===== src/design/lmsc_defs.vh =====
// Constants for the serial configuration port and LO-mode register file
`ifndef LMSC_DEFS_VH
`define LMSC_DEFS_VH
// ****************************************************************
// Frame layout
// ****************************************************************
`define LMSC_FRAME_BITS     24
`define LMSC_CNT_W          5
`define LMSC_RW_BIT         23
`define LMSC_ADDR_HI        22
`define LMSC_ADDR_LO        16
`define LMSC_DATA_HI        15
`define LMSC_DATA_LO        0
`define LMSC_RW_WRITE       1'b0
`define LMSC_RW_READ        1'b1
// ****************************************************************
// Register addresses
// ****************************************************************
`define LMSC_PLL_CONTROL    7'h00
`define LMSC_STARTUP_SETUP  7'h06
`define LMSC_LO_OUTPUT_CTL  7'h2c
`define LMSC_SIG_PATH_CTL   7'h4f
`define LMSC_LO_SOURCE_SEL  7'h50
`define LMSC_LO_DRV_CLK_CFG 7'h51
`define LMSC_QUAD_FILT_CFG  7'h67
`define LMSC_EXT_LO_TERM    7'h7b
`define LMSC_STARTUP_ACCESS 7'h7f
// ****************************************************************
// Field positions
// ****************************************************************
`define LMSC_SOFT_RESET_BIT 1
`define LMSC_SYNTH_PD_BIT   0
`define LMSC_VCO_CAL_BIT    3
`define LMSC_LO_OUTPUT_POWER_DOWN_BIT  7
`define LMSC_SIGCHAIN_BIT   0
`define LMSC_PATH_EN_HI     14
`define LMSC_PATH_EN_LO     12
`define LMSC_SRC_SEL_HI     5
`define LMSC_SRC_SEL_LO     0
`define LMSC_SM_CLK_BIT     0
`define LMSC_CLK_DRV_HI     2
`define LMSC_CLK_DRV_LO     1
`define LMSC_DRV_MODE_HI    5
`define LMSC_DRV_MODE_LO    4
`define LMSC_CLK_DIV_HI     7
`define LMSC_CLK_DIV_LO     6
`define LMSC_QF_A_HI        11
`define LMSC_QF_A_LO        8
`define LMSC_QF_B_HI        13
`define LMSC_QF_B_LO        10
`define LMSC_TERM_HI        1
`define LMSC_TERM_LO        0
// ****************************************************************
// Decoded LO modes and source codes
// ****************************************************************
`define LMSC_MODE_HALVING   2'h0
`define LMSC_MODE_QUAD      2'h1
`define LMSC_MODE_EXTERNAL  2'h2
`define LMSC_MODE_UNKNOWN   2'h3
`define LMSC_SRC_HALVING    6'h09
`define LMSC_SRC_QUAD       6'h0a
`define LMSC_SRC_EXTERNAL   6'h22
`define LMSC_ZERO16         16'h0000
`endif


===== src/design/lmsc_reg_file.v =====
// Register array of the serial configuration port
`timescale 1ns/1ps
module lmsc_reg_file #(
   parameter DEPTH  = 128,
   parameter AW     = 7,
   parameter DW     = 16,
   parameter [DEPTH*DW-1:0] POR_IMAGE = {DEPTH*DW{1'b0}}
) (
   // Clock and reset
   input  wire          i_ref_clk,
   input  wire          i_resetn,
   input  wire          i_ce,
   // Write and soft reset
   input  wire          i_wr_en,
   input  wire [AW-1:0] i_wr_addr,
   input  wire [DW-1:0] i_wr_data,
   input  wire          i_restore,
   // Read port
   input  wire [AW-1:0] i_rd_addr,
   output wire [DW-1:0] o_rd_data,
   output wire [DEPTH*DW-1:0] o_all
);
`include "lmsc_defs.vh"
   // ****************************************************************
   // One register per entry
   // ****************************************************************
   genvar g;
   generate
      for (g = 0; g < DEPTH; g = g + 1) begin : gen_reg
         reg [DW-1:0] word_reg;
         // Power-on and soft reset both load the power-on image
         always @(posedge i_ref_clk or negedge i_resetn) begin
            if (!i_resetn) begin
               word_reg <= POR_IMAGE[g*DW +: DW];
            end else if (i_ce) begin
               if (i_restore) begin
                  word_reg <= POR_IMAGE[g*DW +: DW];
               end else if (i_wr_en && (i_wr_addr == g)) begin
                  word_reg <= i_wr_data;
               end
            end
         end
         assign o_all[g*DW +: DW] = word_reg;
      end
   endgenerate

   // Read mux picks the addressed word
   assign o_rd_data = o_all[i_rd_addr*DW +: DW];
endmodule


===== src/design/lmsc_serial_port.v =====
// Serial configuration port with LO-mode control decode
`timescale 1ns/1ps
module lmsc_serial_port #(
   parameter DEPTH = 128,
   parameter AW    = 7,
   parameter DW    = 16,
   parameter [DEPTH*DW-1:0] POR_IMAGE = {DEPTH*DW{1'b0}}
) (
   // Clock, reset, enable
   input  wire          i_ref_clk,
   input  wire          i_resetn,
   input  wire          i_ce,
   // Serial port from the host
   input  wire          i_sclk,
   input  wire          i_chip_select_n,
   input  wire          i_sdi,
   // Serial readback
   output reg           o_sdo,
   output reg           o_sdo_oe,
   // Decoded LO-mode controls
   output reg  [1:0]    o_lo_mode,
   output reg           o_synth_power_down,
   output reg           o_lo_output_power_down,
   output reg           o_signal_chain_power_down,
   output reg  [2:0]    o_lo_path_enable,
   output reg  [5:0]    o_lo_source_select,
   output reg           o_state_machine_clock_select,
   output reg  [1:0]    o_external_clock_driver_enable,
   output reg  [1:0]    o_lo_driver_mode,
   output reg  [1:0]    o_external_clock_divider_enable,
   output reg  [3:0]    o_quadrature_filter_setting_a,
   output reg  [3:0]    o_quadrature_filter_setting_b,
   output reg  [1:0]    o_external_input_termination,
   output reg           o_vco_calibration_enable,
   output reg           o_use_quad_filter_path,
   output reg           o_sm_clock_from_lo
);
`include "lmsc_defs.vh"
   // ****************************************************************
   // Serial front end
   // ****************************************************************
   reg                    sclk_d_reg;
   reg                    csn_d_reg;
   reg [`LMSC_FRAME_BITS-1:0] shift_reg;
   reg [`LMSC_CNT_W-1:0]  count_reg;
   reg                    over_reg;
   reg [DW-1:0]           rd_shift_reg;
   wire                   sclk_rise;
   wire                   sclk_fall;
   wire                   cs_rise;
   wire                   active;
   wire                   frame_full;
   wire                   wr_en;
   wire                   restore;
   wire [AW-1:0]          rd_addr;
   wire [DW-1:0]          rd_data;
   wire [DEPTH*DW-1:0]    all_regs;
   wire [DW-1:0]          r_pll;
   wire [DW-1:0]          r_lout;
   wire [DW-1:0]          r_path;
   wire [DW-1:0]          r_src;
   wire [DW-1:0]          r_drv;
   wire [DW-1:0]          r_qf;
   wire [DW-1:0]          r_term;

   assign sclk_rise  = i_sclk & ~sclk_d_reg;
   assign sclk_fall  = ~i_sclk & sclk_d_reg;
   assign cs_rise    = i_chip_select_n & ~csn_d_reg;
   assign active     = ~i_chip_select_n;
   assign frame_full = (count_reg == `LMSC_FRAME_BITS) && !over_reg;
   // Write only for a complete write frame, at deselect
   assign wr_en = cs_rise && frame_full &&
                  (shift_reg[`LMSC_RW_BIT] == `LMSC_RW_WRITE);
   // Soft reset bit in the PLL word is held as a restore request
   assign restore = r_pll[`LMSC_SOFT_RESET_BIT];
   // Read address comes from the address field once shifted in
   assign rd_addr = shift_reg[AW-1:0];

   // Edge history of the host pins
   always @(posedge i_ref_clk or negedge i_resetn) begin
      if (!i_resetn) begin
         sclk_d_reg <= 1'b0;
         csn_d_reg  <= 1'b1;
      end else if (i_ce) begin
         sclk_d_reg <= i_sclk;
         csn_d_reg  <= i_chip_select_n;
      end
   end

   // Shift in MSB first on clock rise; overlong frames are dropped
   always @(posedge i_ref_clk or negedge i_resetn) begin
      if (!i_resetn) begin
         shift_reg <= {`LMSC_FRAME_BITS{1'b0}};
         count_reg <= {`LMSC_CNT_W{1'b0}};
         over_reg  <= 1'b0;
      end else if (i_ce) begin
         if (!active) begin
            count_reg <= {`LMSC_CNT_W{1'b0}};
            over_reg  <= 1'b0;
         end else if (sclk_rise) begin
            shift_reg <= {shift_reg[`LMSC_FRAME_BITS-2:0], i_sdi};
            if (count_reg == `LMSC_FRAME_BITS) begin
               over_reg <= 1'b1;
            end else begin
               count_reg <= count_reg + 1'b1;
            end
         end
      end
   end

   // Read answer: load after the address byte, shift out on clock fall
   always @(posedge i_ref_clk or negedge i_resetn) begin
      if (!i_resetn) begin
         rd_shift_reg <= `LMSC_ZERO16;
         o_sdo        <= 1'b0;
         o_sdo_oe     <= 1'b0;
      end else if (i_ce) begin
         if (!active) begin
            o_sdo_oe <= 1'b0;
         end else if (sclk_fall && count_reg == (`LMSC_FRAME_BITS - DW) &&
                      shift_reg[AW] == `LMSC_RW_READ) begin
            rd_shift_reg <= {rd_data[DW-2:0], 1'b0};
            o_sdo        <= rd_data[DW-1];
            o_sdo_oe     <= 1'b1;
         end else if (sclk_fall && o_sdo_oe) begin
            o_sdo        <= rd_shift_reg[DW-1];
            rd_shift_reg <= {rd_shift_reg[DW-2:0], 1'b0};
         end
      end
   end

   // ****************************************************************
   // Register file
   // ****************************************************************
   lmsc_reg_file #(
      .DEPTH     (DEPTH),
      .AW        (AW),
      .DW        (DW),
      .POR_IMAGE (POR_IMAGE)
   ) u_regs (
      .i_ref_clk (i_ref_clk),
      .i_resetn  (i_resetn),
      .i_ce      (i_ce),
      .i_wr_en   (wr_en),
      .i_wr_addr (shift_reg[`LMSC_ADDR_HI:`LMSC_ADDR_LO]),
      .i_wr_data (shift_reg[`LMSC_DATA_HI:`LMSC_DATA_LO]),
      .i_restore (restore),
      .i_rd_addr (rd_addr),
      .o_rd_data (rd_data),
      .o_all     (all_regs)
   );

   assign r_pll  = all_regs[`LMSC_PLL_CONTROL*DW    +: DW];
   assign r_lout = all_regs[`LMSC_LO_OUTPUT_CTL*DW  +: DW];
   assign r_path = all_regs[`LMSC_SIG_PATH_CTL*DW   +: DW];
   assign r_src  = all_regs[`LMSC_LO_SOURCE_SEL*DW  +: DW];
   assign r_drv  = all_regs[`LMSC_LO_DRV_CLK_CFG*DW +: DW];
   assign r_qf   = all_regs[`LMSC_QUAD_FILT_CFG*DW  +: DW];
   assign r_term = all_regs[`LMSC_EXT_LO_TERM*DW    +: DW];

   // ****************************************************************
   // LO-mode control outputs, registered
   // ****************************************************************
   always @(posedge i_ref_clk or negedge i_resetn) begin
      if (!i_resetn) begin
         o_lo_mode                       <= `LMSC_MODE_UNKNOWN;
         o_synth_power_down              <= 1'b0;
         o_lo_output_power_down          <= 1'b0;
         o_signal_chain_power_down       <= 1'b0;
         o_lo_path_enable                <= 3'h0;
         o_lo_source_select              <= 6'h00;
         o_state_machine_clock_select    <= 1'b0;
         o_external_clock_driver_enable  <= 2'h0;
         o_lo_driver_mode                <= 2'h0;
         o_external_clock_divider_enable <= 2'h0;
         o_quadrature_filter_setting_a   <= 4'h0;
         o_quadrature_filter_setting_b   <= 4'h0;
         o_external_input_termination    <= 2'h0;
         o_vco_calibration_enable        <= 1'b0;
         o_use_quad_filter_path          <= 1'b0;
         o_sm_clock_from_lo              <= 1'b0;
      end else if (i_ce) begin
         o_synth_power_down <= r_pll[`LMSC_SYNTH_PD_BIT];
         o_lo_output_power_down <= r_lout[`LMSC_LO_OUTPUT_POWER_DOWN_BIT];
         o_signal_chain_power_down <= r_path[`LMSC_SIGCHAIN_BIT];
         o_lo_path_enable <= r_path[`LMSC_PATH_EN_HI:`LMSC_PATH_EN_LO];
         o_lo_source_select <= r_src[`LMSC_SRC_SEL_HI:`LMSC_SRC_SEL_LO];
         o_state_machine_clock_select <= r_drv[`LMSC_SM_CLK_BIT];
         o_external_clock_driver_enable <=
            r_drv[`LMSC_CLK_DRV_HI:`LMSC_CLK_DRV_LO];
         o_lo_driver_mode <= r_drv[`LMSC_DRV_MODE_HI:`LMSC_DRV_MODE_LO];
         o_external_clock_divider_enable <=
            r_drv[`LMSC_CLK_DIV_HI:`LMSC_CLK_DIV_LO];
         o_quadrature_filter_setting_a <= r_drv[`LMSC_QF_A_HI:`LMSC_QF_A_LO];
         o_quadrature_filter_setting_b <= r_qf[`LMSC_QF_B_HI:`LMSC_QF_B_LO];
         o_external_input_termination <= r_term[`LMSC_TERM_HI:`LMSC_TERM_LO];
         o_vco_calibration_enable <= r_pll[`LMSC_VCO_CAL_BIT];
         // Source select code names the mode; other codes read unknown
         case (r_src[`LMSC_SRC_SEL_HI:`LMSC_SRC_SEL_LO])
            `LMSC_SRC_HALVING: begin
               o_lo_mode <= `LMSC_MODE_HALVING;
            end
            `LMSC_SRC_QUAD: begin
               o_lo_mode <= `LMSC_MODE_QUAD;
            end
            `LMSC_SRC_EXTERNAL: begin
               o_lo_mode <= `LMSC_MODE_EXTERNAL;
            end
            default: begin
               o_lo_mode <= `LMSC_MODE_UNKNOWN;
            end
         endcase
         // External LO cannot use halving, so the filter path is forced
         o_use_quad_filter_path <=
            (r_src[`LMSC_SRC_SEL_HI:`LMSC_SRC_SEL_LO] != `LMSC_SRC_HALVING);
         // Clock from divided LO only with select set in external mode
         o_sm_clock_from_lo <= r_drv[`LMSC_SM_CLK_BIT] &&
            (r_src[`LMSC_SRC_SEL_HI:`LMSC_SRC_SEL_LO] == `LMSC_SRC_EXTERNAL);
      end
   end
endmodule


===== config.mk =====
export PLATFORM = sky130hd
export DESIGN_NAME = lmsc_serial_port
export DESIGN_NICKNAME = d
export VERILOG_FILES = /design/src/design/lmsc_reg_file.v /design/src/design/lmsc_serial_port.v
export VERILOG_INCLUDE_DIRS = /design/src /design/src/design
export SDC_FILE = /design/constraint.sdc
export NUM_CORES = 2
export LEC_CHECK = 0
export BUFFER_PORTS_ARGS = -buffer_cell sky130_fd_sc_hd__buf_2
export CORE_MARGIN = 10
export CORE_UTILIZATION = 58
export DETAILED_ROUTE_END_ITERATION = 8
export PLACE_DENSITY = 0.77
export SLEW_MARGIN = 20
export SYNTH_ARGS = -nofsm -noshare
export SYNTH_HDL_FRONTEND = slang
export SYNTH_HIERARCHICAL = 1
export SYNTH_SLANG_ARGS = --single-unit

===== constraint.sdc =====
create_clock -name i_ref_clk -period 3.5 [get_ports i_ref_clk]
set_input_delay 0.525 -clock i_ref_clk [delete_from_list [all_inputs] [get_ports i_ref_clk]]
set_output_delay 0.525 -clock i_ref_clk [all_outputs]
set_load 0.005 [all_outputs]

# Yosys cells after proc, flatten, opt, wreduce, memory -nomap -nowiden
# Index checks and enable logic that the tools add are counted.
# word_totals
ramBits	0
register_bits	2132
mem_bits_ro	0
mem_count	0
latchBits	0
word_cells	968
# op_classes
div	0
muxes	269
reduce_logical	402
n_mul	0
eq_ne	134
bitwise	8
addsub	1
n_shift	1
n_lt_le_gt_ge	0
# op_table
operator	n
16-bit two-way mux	258
2048-bit by 12-bit variable part select with 16-bit output	1
7-bit equality test, second input constant	64
2-bit nonzero test	132
2-bit AND reduction	129
7-bit by 6-bit equality test with 1-bit output, second input constant	32
1-bit logical AND	135
7-bit by 5-bit equality test with 1-bit output, second input constant	16
7-bit by 4-bit equality test with 1-bit output, second input constant	8
7-bit by 3-bit equality test with 1-bit output, second input constant	4
5-bit two-way mux	3
7-bit by 2-bit equality test with 1-bit output, second input constant	2
6-bit by 4-bit equality test with 1-bit output, second input constant	2
3-bit AND reduction	4
7-bit by 1-bit equality test with 1-bit output, second input constant	1
7-bit logical NOT	1
1-bit two-way mux	7
6-bit equality test, second input constant	1
6-bit by 4-bit != test with 1-bit output, second input constant	1
2-bit one-hot mux with 3 select lines	1
5-bit by 1-bit adder with 5-bit output, second input constant	1
5-bit by 4-bit equality test with 1-bit output, second input constant	1
5-bit equality test, second input constant	1
1-bit NOT	5
other kinds (3)	5

# Logic depth before layout (Yosys ltp)
# logic_depth
word_depth	7
mapped_depth	13
ltp_nobuf	8

# Hierarchy
# The synthesis kept the hierarchy.
# modules_own_cells
mod	area_each_um2	seq_area_each_um2	n_inst	cells_each
lmsc_reg_file	94341.7	51249.2	1	5770
lmsc_serial_port	3708.6	2080.7	1	303

# Worst setup path after synthesis
# OpenSTA, ideal clock, no wires.
# synth_path
path_type	register to register
start	register count_reg[0]
end	register u_regs.gen_reg[35].word_reg[10]
t_required_ns	3.375
arrival_ns	3.159
setup_slack_ns	0.217
setup_time_ns	0.125
path_stages_with_launch	14
path_cell_list	dfrtp_1 > inv_1 > ha_1 > nand4b_1 > nor4_1 > buf_2 > nor4bb_1 > clkbuf_1 > clkbuf_1 > a21oi_1 > nor2b_1 > clkbuf_1 > buf_1 > mux2_2
# synth_via
elab_chain_cells	7
# synth_rtl
element	line	source
start: declaration	lmsc_serial_port.v:45	reg [`LMSC_CNT_W-1:0] count_reg;
start signal: assignment	lmsc_serial_port.v:94	count_reg <= {`LMSC_CNT_W{1'b0}};
start signal: assignment	lmsc_serial_port.v:98	count_reg <= {`LMSC_CNT_W{1'b0}};
start signal: assignment	lmsc_serial_port.v:105	count_reg <= count_reg + 1'b1;
5-bit equality test (no line)	--	
1-bit logical AND	lmsc_serial_port.v:70	assign frame_full = (count_reg == `LMSC_FRAME_BITS) && !over_reg;
1-bit logical AND (2 in a row)	lmsc_serial_port.v:72	assign wr_en = cs_rise && frame_full &&
via wr_en	lmsc_serial_port.v:53	wire wr_en;
1-bit logical AND	lmsc_reg_file.v:38	end else if (i_wr_en && (i_wr_addr == g)) begin
2-bit nonzero test (no line)	--	
2-bit AND reduction (no line)	--	
end signal: assignment	lmsc_reg_file.v:34	word_reg <= POR_IMAGE[g*DW +: DW];
end signal: assignment	lmsc_reg_file.v:37	word_reg <= POR_IMAGE[g*DW +: DW];
end signal: assignment	lmsc_reg_file.v:39	word_reg <= i_wr_data;
end: declaration	lmsc_reg_file.v:30	reg [DW-1:0] word_reg;
# The timed path passes the listed nets, and every way through them passes these cells.
# A chain may end at the register's enable or synchronous reset.

# Worst setup path after layout
# layout_path
start	register shift_reg[0]
end	register rd_shift_reg[2]
# layout_via
elab_chain_cells	2
# layout_rtl
element	line	source
start: declaration	lmsc_serial_port.v:44	reg [`LMSC_FRAME_BITS-1:0] shift_reg;
start signal: assignment	lmsc_serial_port.v:93	shift_reg <= {`LMSC_FRAME_BITS{1'b0}};
start signal: assignment	lmsc_serial_port.v:101	shift_reg <= {shift_reg[`LMSC_FRAME_BITS-2:0], i_sdi};
2048-bit by 12-bit variable part select with 16-bit output	lmsc_reg_file.v:48	assign o_rd_data = o_all[i_rd_addr*DW +: DW];
via rd_data[1]	lmsc_serial_port.v:56	wire [DW-1:0] rd_data;
16-bit two-way mux	lmsc_serial_port.v:120	end else if (sclk_fall && count_reg == (`LMSC_FRAME_BITS - DW) &&
end signal: assignment	lmsc_serial_port.v:114	rd_shift_reg <= `LMSC_ZERO16;
end signal: assignment	lmsc_serial_port.v:122	rd_shift_reg <= {rd_data[DW-2:0], 1'b0};
end signal: assignment	lmsc_serial_port.v:127	rd_shift_reg <= {rd_shift_reg[DW-2:0], 1'b0};
end: declaration	lmsc_serial_port.v:47	reg [DW-1:0] rd_shift_reg;
# The timed path passes the listed nets, and every way through them passes these cells.

==> flow_metrics.env <==
export IMPL_path_common_cell="mux4_2"
export IMPL_leakage_uw=0.0517
export IMPL_largest_reg_flops=2048
export IMPL_postCtsSetupRepairBufs=0
export IMPL_power_per_cell_area_nw_per_um2=518
export IMPL_p_sw_uw=15200
export IMPL_cp_end_kind="register"
export IMPL_fin_crit_sh_pct=96.6
export IMPL_slew_viol_final=0
export IMPL_grt_ovfl_total=0
export IMPL_cpPeakStageDelay_ps=610
export IMPL_dr_pass1_iters=5
export IMPL_final_util_pct=65.2
export IMPL_die_area_um2=186000
export IMPL_tightestPinTransition_ps=1100
export IMPL_clock_power_share_pct=41.2
export IMPL_clock_fmax_ghz=0.296
export IMPL_clock_sinks=2131
export IMPL_num_rows=150
export IMPL_htreeDepth=4
export IMPL_cap_violations=0
export IMPL_placedInstanceArea_um2=102000
export IMPL_arrival_ps=4110
export IMPL_p_comb_share_pct=14.9
export IMPL_hold_path_class="input port to register"
export IMPL_synth_xor_area_share_pct=0.00893
export IMPL_area_delta_synth_final_pct=11.4
export IMPL_cts_root_buf="clkbuf_16"
export IMPL_ys_async_sr_fraction_pct=100
export IMPL_gp_congestion=0.868
export IMPL_p_sw_share_pct=26.9
export IMPL_outcome="completed"
export IMPL_io_buffers=41
export IMPL_skew_ps=41.9
export IMPL_wl_um=243000
export IMPL_rsz0062_at_grt="false"
export IMPL_core_um2=168000
export IMPL_synthMuxAreaShare_pct=39.8
export IMPL_finalCriticalPeriod_ps=3380
export IMPL_grt_max_degree=134
export IMPL_first_global_vias=58400
export IMPL_drt_iter0_markers=4969
export IMPL_worst_ir_drop_vdd_v=0.000606
export IMPL_routed_via_density=6.55
export IMPL_die_y_um=431
export IMPL_dr_total_vias=54600
export IMPL_drc=0
export IMPL_slew_headroom_pct=26.5
export IMPL_synth_compound_area_share_pct=1.16
export IMPL_path_max_fanout=34
export IMPL_timing_hold_ws_ps=66.4
export IMPL_synth_fa_ha_area_share_pct=0.0255
export IMPL_yosysSeqAreaShare_pct=54.4
export IMPL_final_cell_mix="dfrtp_1, mux2_2, mux4_2"
export IMPL_grt_pass1_wl_um=375000
export IMPL_avgSynthCellArea_um2=16.1
export IMPL_synth_main_ff_cell="dfrtp_1"
export IMPL_antenna_found_initial=11
export IMPL_die_w_um=431
export IMPL_fin_area_um2=109000
export IMPL_slowest_stage="mux4_2"
export IMPL_syn_inst=6073
export IMPL_ys_warn_count=6
export IMPL_layout_commonest_cell="dfrtp_1"
export IMPL_start_util_pct=58.5
export IMPL_pin_count=42
export IMPL_cts_tree="built"
export IMPL_synth_edf_count=0
export IMPL_p_int_uw=41300
export IMPL_synth_seq_cells=2131
export IMPL_synth_cell_types=46
export IMPL_setup_violations_final=0
export IMPL_worst_endpoint_required_ps=4230
export IMPL_worstPathCellList="buf_12 -> buf_12 -> mux4_2 -> mux4_2 -> mux4_2 -> mux2_2 -> nand4_1 -> nand4_1"
export IMPL_clk_latency_ps=870
export IMPL_final_fill_count=11400
export IMPL_wl_per_cell_um=29.2
export IMPL_hpwl_um=149000
export IMPL_crit_type="register to register"
export IMPL_synth_simple_area_share_pct=1.64
export IMPL_fin_ws_ps=119
export IMPL_startpoint_type="register"
export IMPL_dp_slack_ps=121
export IMPL_clockBufferDepth=3
export IMPL_seqPwrFrac_pct=43.9
export IMPL_synth_top_family_by_area="multiplexers"
export IMPL_postSynthNetCount=6081
export IMPL_setup_tns_ps=0
export IMPL_grt_use_total_pct=26.4
export IMPL_ant_nets=0
export IMPL_nets=5967
export IMPL_layout_drive_gt1_share_pct=59.4
export IMPL_cts_made_buffers=211
export IMPL_syn_area_um2=98100
export IMPL_clkTransAtPathRegs_ps=70
export IMPL_hold_viol_final=0
[timing repair]
item | CTS | global route
gates resized for setup | 0 | 2
hold buffers | 2 | 0
hold endpoints to repair | 29 | 0
setup endpoints to repair | 0 | 114
[logic make-up (layout without fill, tap and decap cells)]
family                     after synthesis  count (layout)
xor gates and xnor gates                 1               1
DFF                                   2131            2131
muxes                                 2791            2791
other                                    0               4
adders and majority gates                2               2
buffers and inverters                  722             778
and+or+nand+nor                        251             251
AOI/OAI and AO/OA                      175             175
[stage by stage]
step                      total power (uW)  cells
after floorplan                      30300   6073
after global routing                 58400   8333
final                                56500   8337
after global placement               33600   7948
after detailed placement             33700   7948
after CTS                            56900   8333
[worst max-delay path, delay by kind of cell, from the launching register on]
kind	cells	cell delay, ps
mux	4	1960
buf+inv	2	560
flops	1	470
simple gates	2	180
[final timing paths]
check | startpoint | endpoint | slack (ps) | cells past startpoint
setup reg to reg | shift_reg[0]$_DFFE_PN0P_ | rd_shift_reg[2]$_DFFE_PN0P_ | 120 | 8
min in group asynchronous | i_resetn | u_regs/gen_reg[34].word_reg[0]$_DFFE_PN0P_ | 280 | 2
hold reg to reg | csn_d_reg$_DFFE_PN1P_ | csn_d_reg$_DFFE_PN1P_ | 490 | 2
max in group asynchronous | i_resetn | u_regs/gen_reg[108].word_reg[8]$_DFFE_PN0P_ | 1950 | 4
hold / removal | i_ce | csn_d_reg$_DFFE_PN1P_ | 70 | 2
setup / recovery | shift_reg[0]$_DFFE_PN0P_ | rd_shift_reg[2]$_DFFE_PN0P_ | 120 | 8
[cells in the mapped netlist (5+ instances only)]
master	n	share of area, %
nand4_1	32	0.20
inv_1	6	0.023
buf_4	8	0.061
o21ai_0	5	0.026
and4b_1	5	0.051
buf_2	159	0.81
and3b_1	5	0.045
nand2_1	33	0.13
a31oi_1	97	0.62
mux4_2	672	15
dfrtp_1	2128	54
nor2b_1	136	0.87
nor4bb_1	8	0.082
o211ai_1	18	0.14
o2111ai_1	15	0.13
a21o_1	10	0.077
buf_1	54	0.21
a21oi_1	25	0.13
mux2_2	2118	24
clkbuf_1	495	1.9
[power by group through the flow]
stage / logic [uW] / registers [uW] / clock network [uW]
after global routing: 8890 / 24800 / 24700
after detailed placement: 8450 / 25300 / 0
after global placement: 8370 / 25300 / 0
final: 8430 / 24800 / 23300
after CTS: 8470 / 24800 / 23600
after floorplan: 5130 / 25200 / 0
[layout make-up]
type	count	area [um2]	area share, %
well taps	2204	2760	2.53
diodes	4	10.0	0.00917
multi-input cells	3220	42200	38.6
inverters	6	22.5	0.0206
clock buffers	306	6160	5.64
repair buffers	389	3730	3.41
flip-flops and latches	2131	53300	48.9
clock inverters	77	992	0.909
[metal layers]
metal | GRT usage [%] | part of all wire, % | up-vias
met3 | 5.44 | 7.0 | 435
met1 | 36.9 | 42 | 30200
met5 | 0 | 0.016 | -
met2 | 41.7 | 48 | 1596
li1 | - | - | 22400
met4 | 8.54 | 3.2 | 6
No activity file was read; power rests on OpenSTA's default activity.
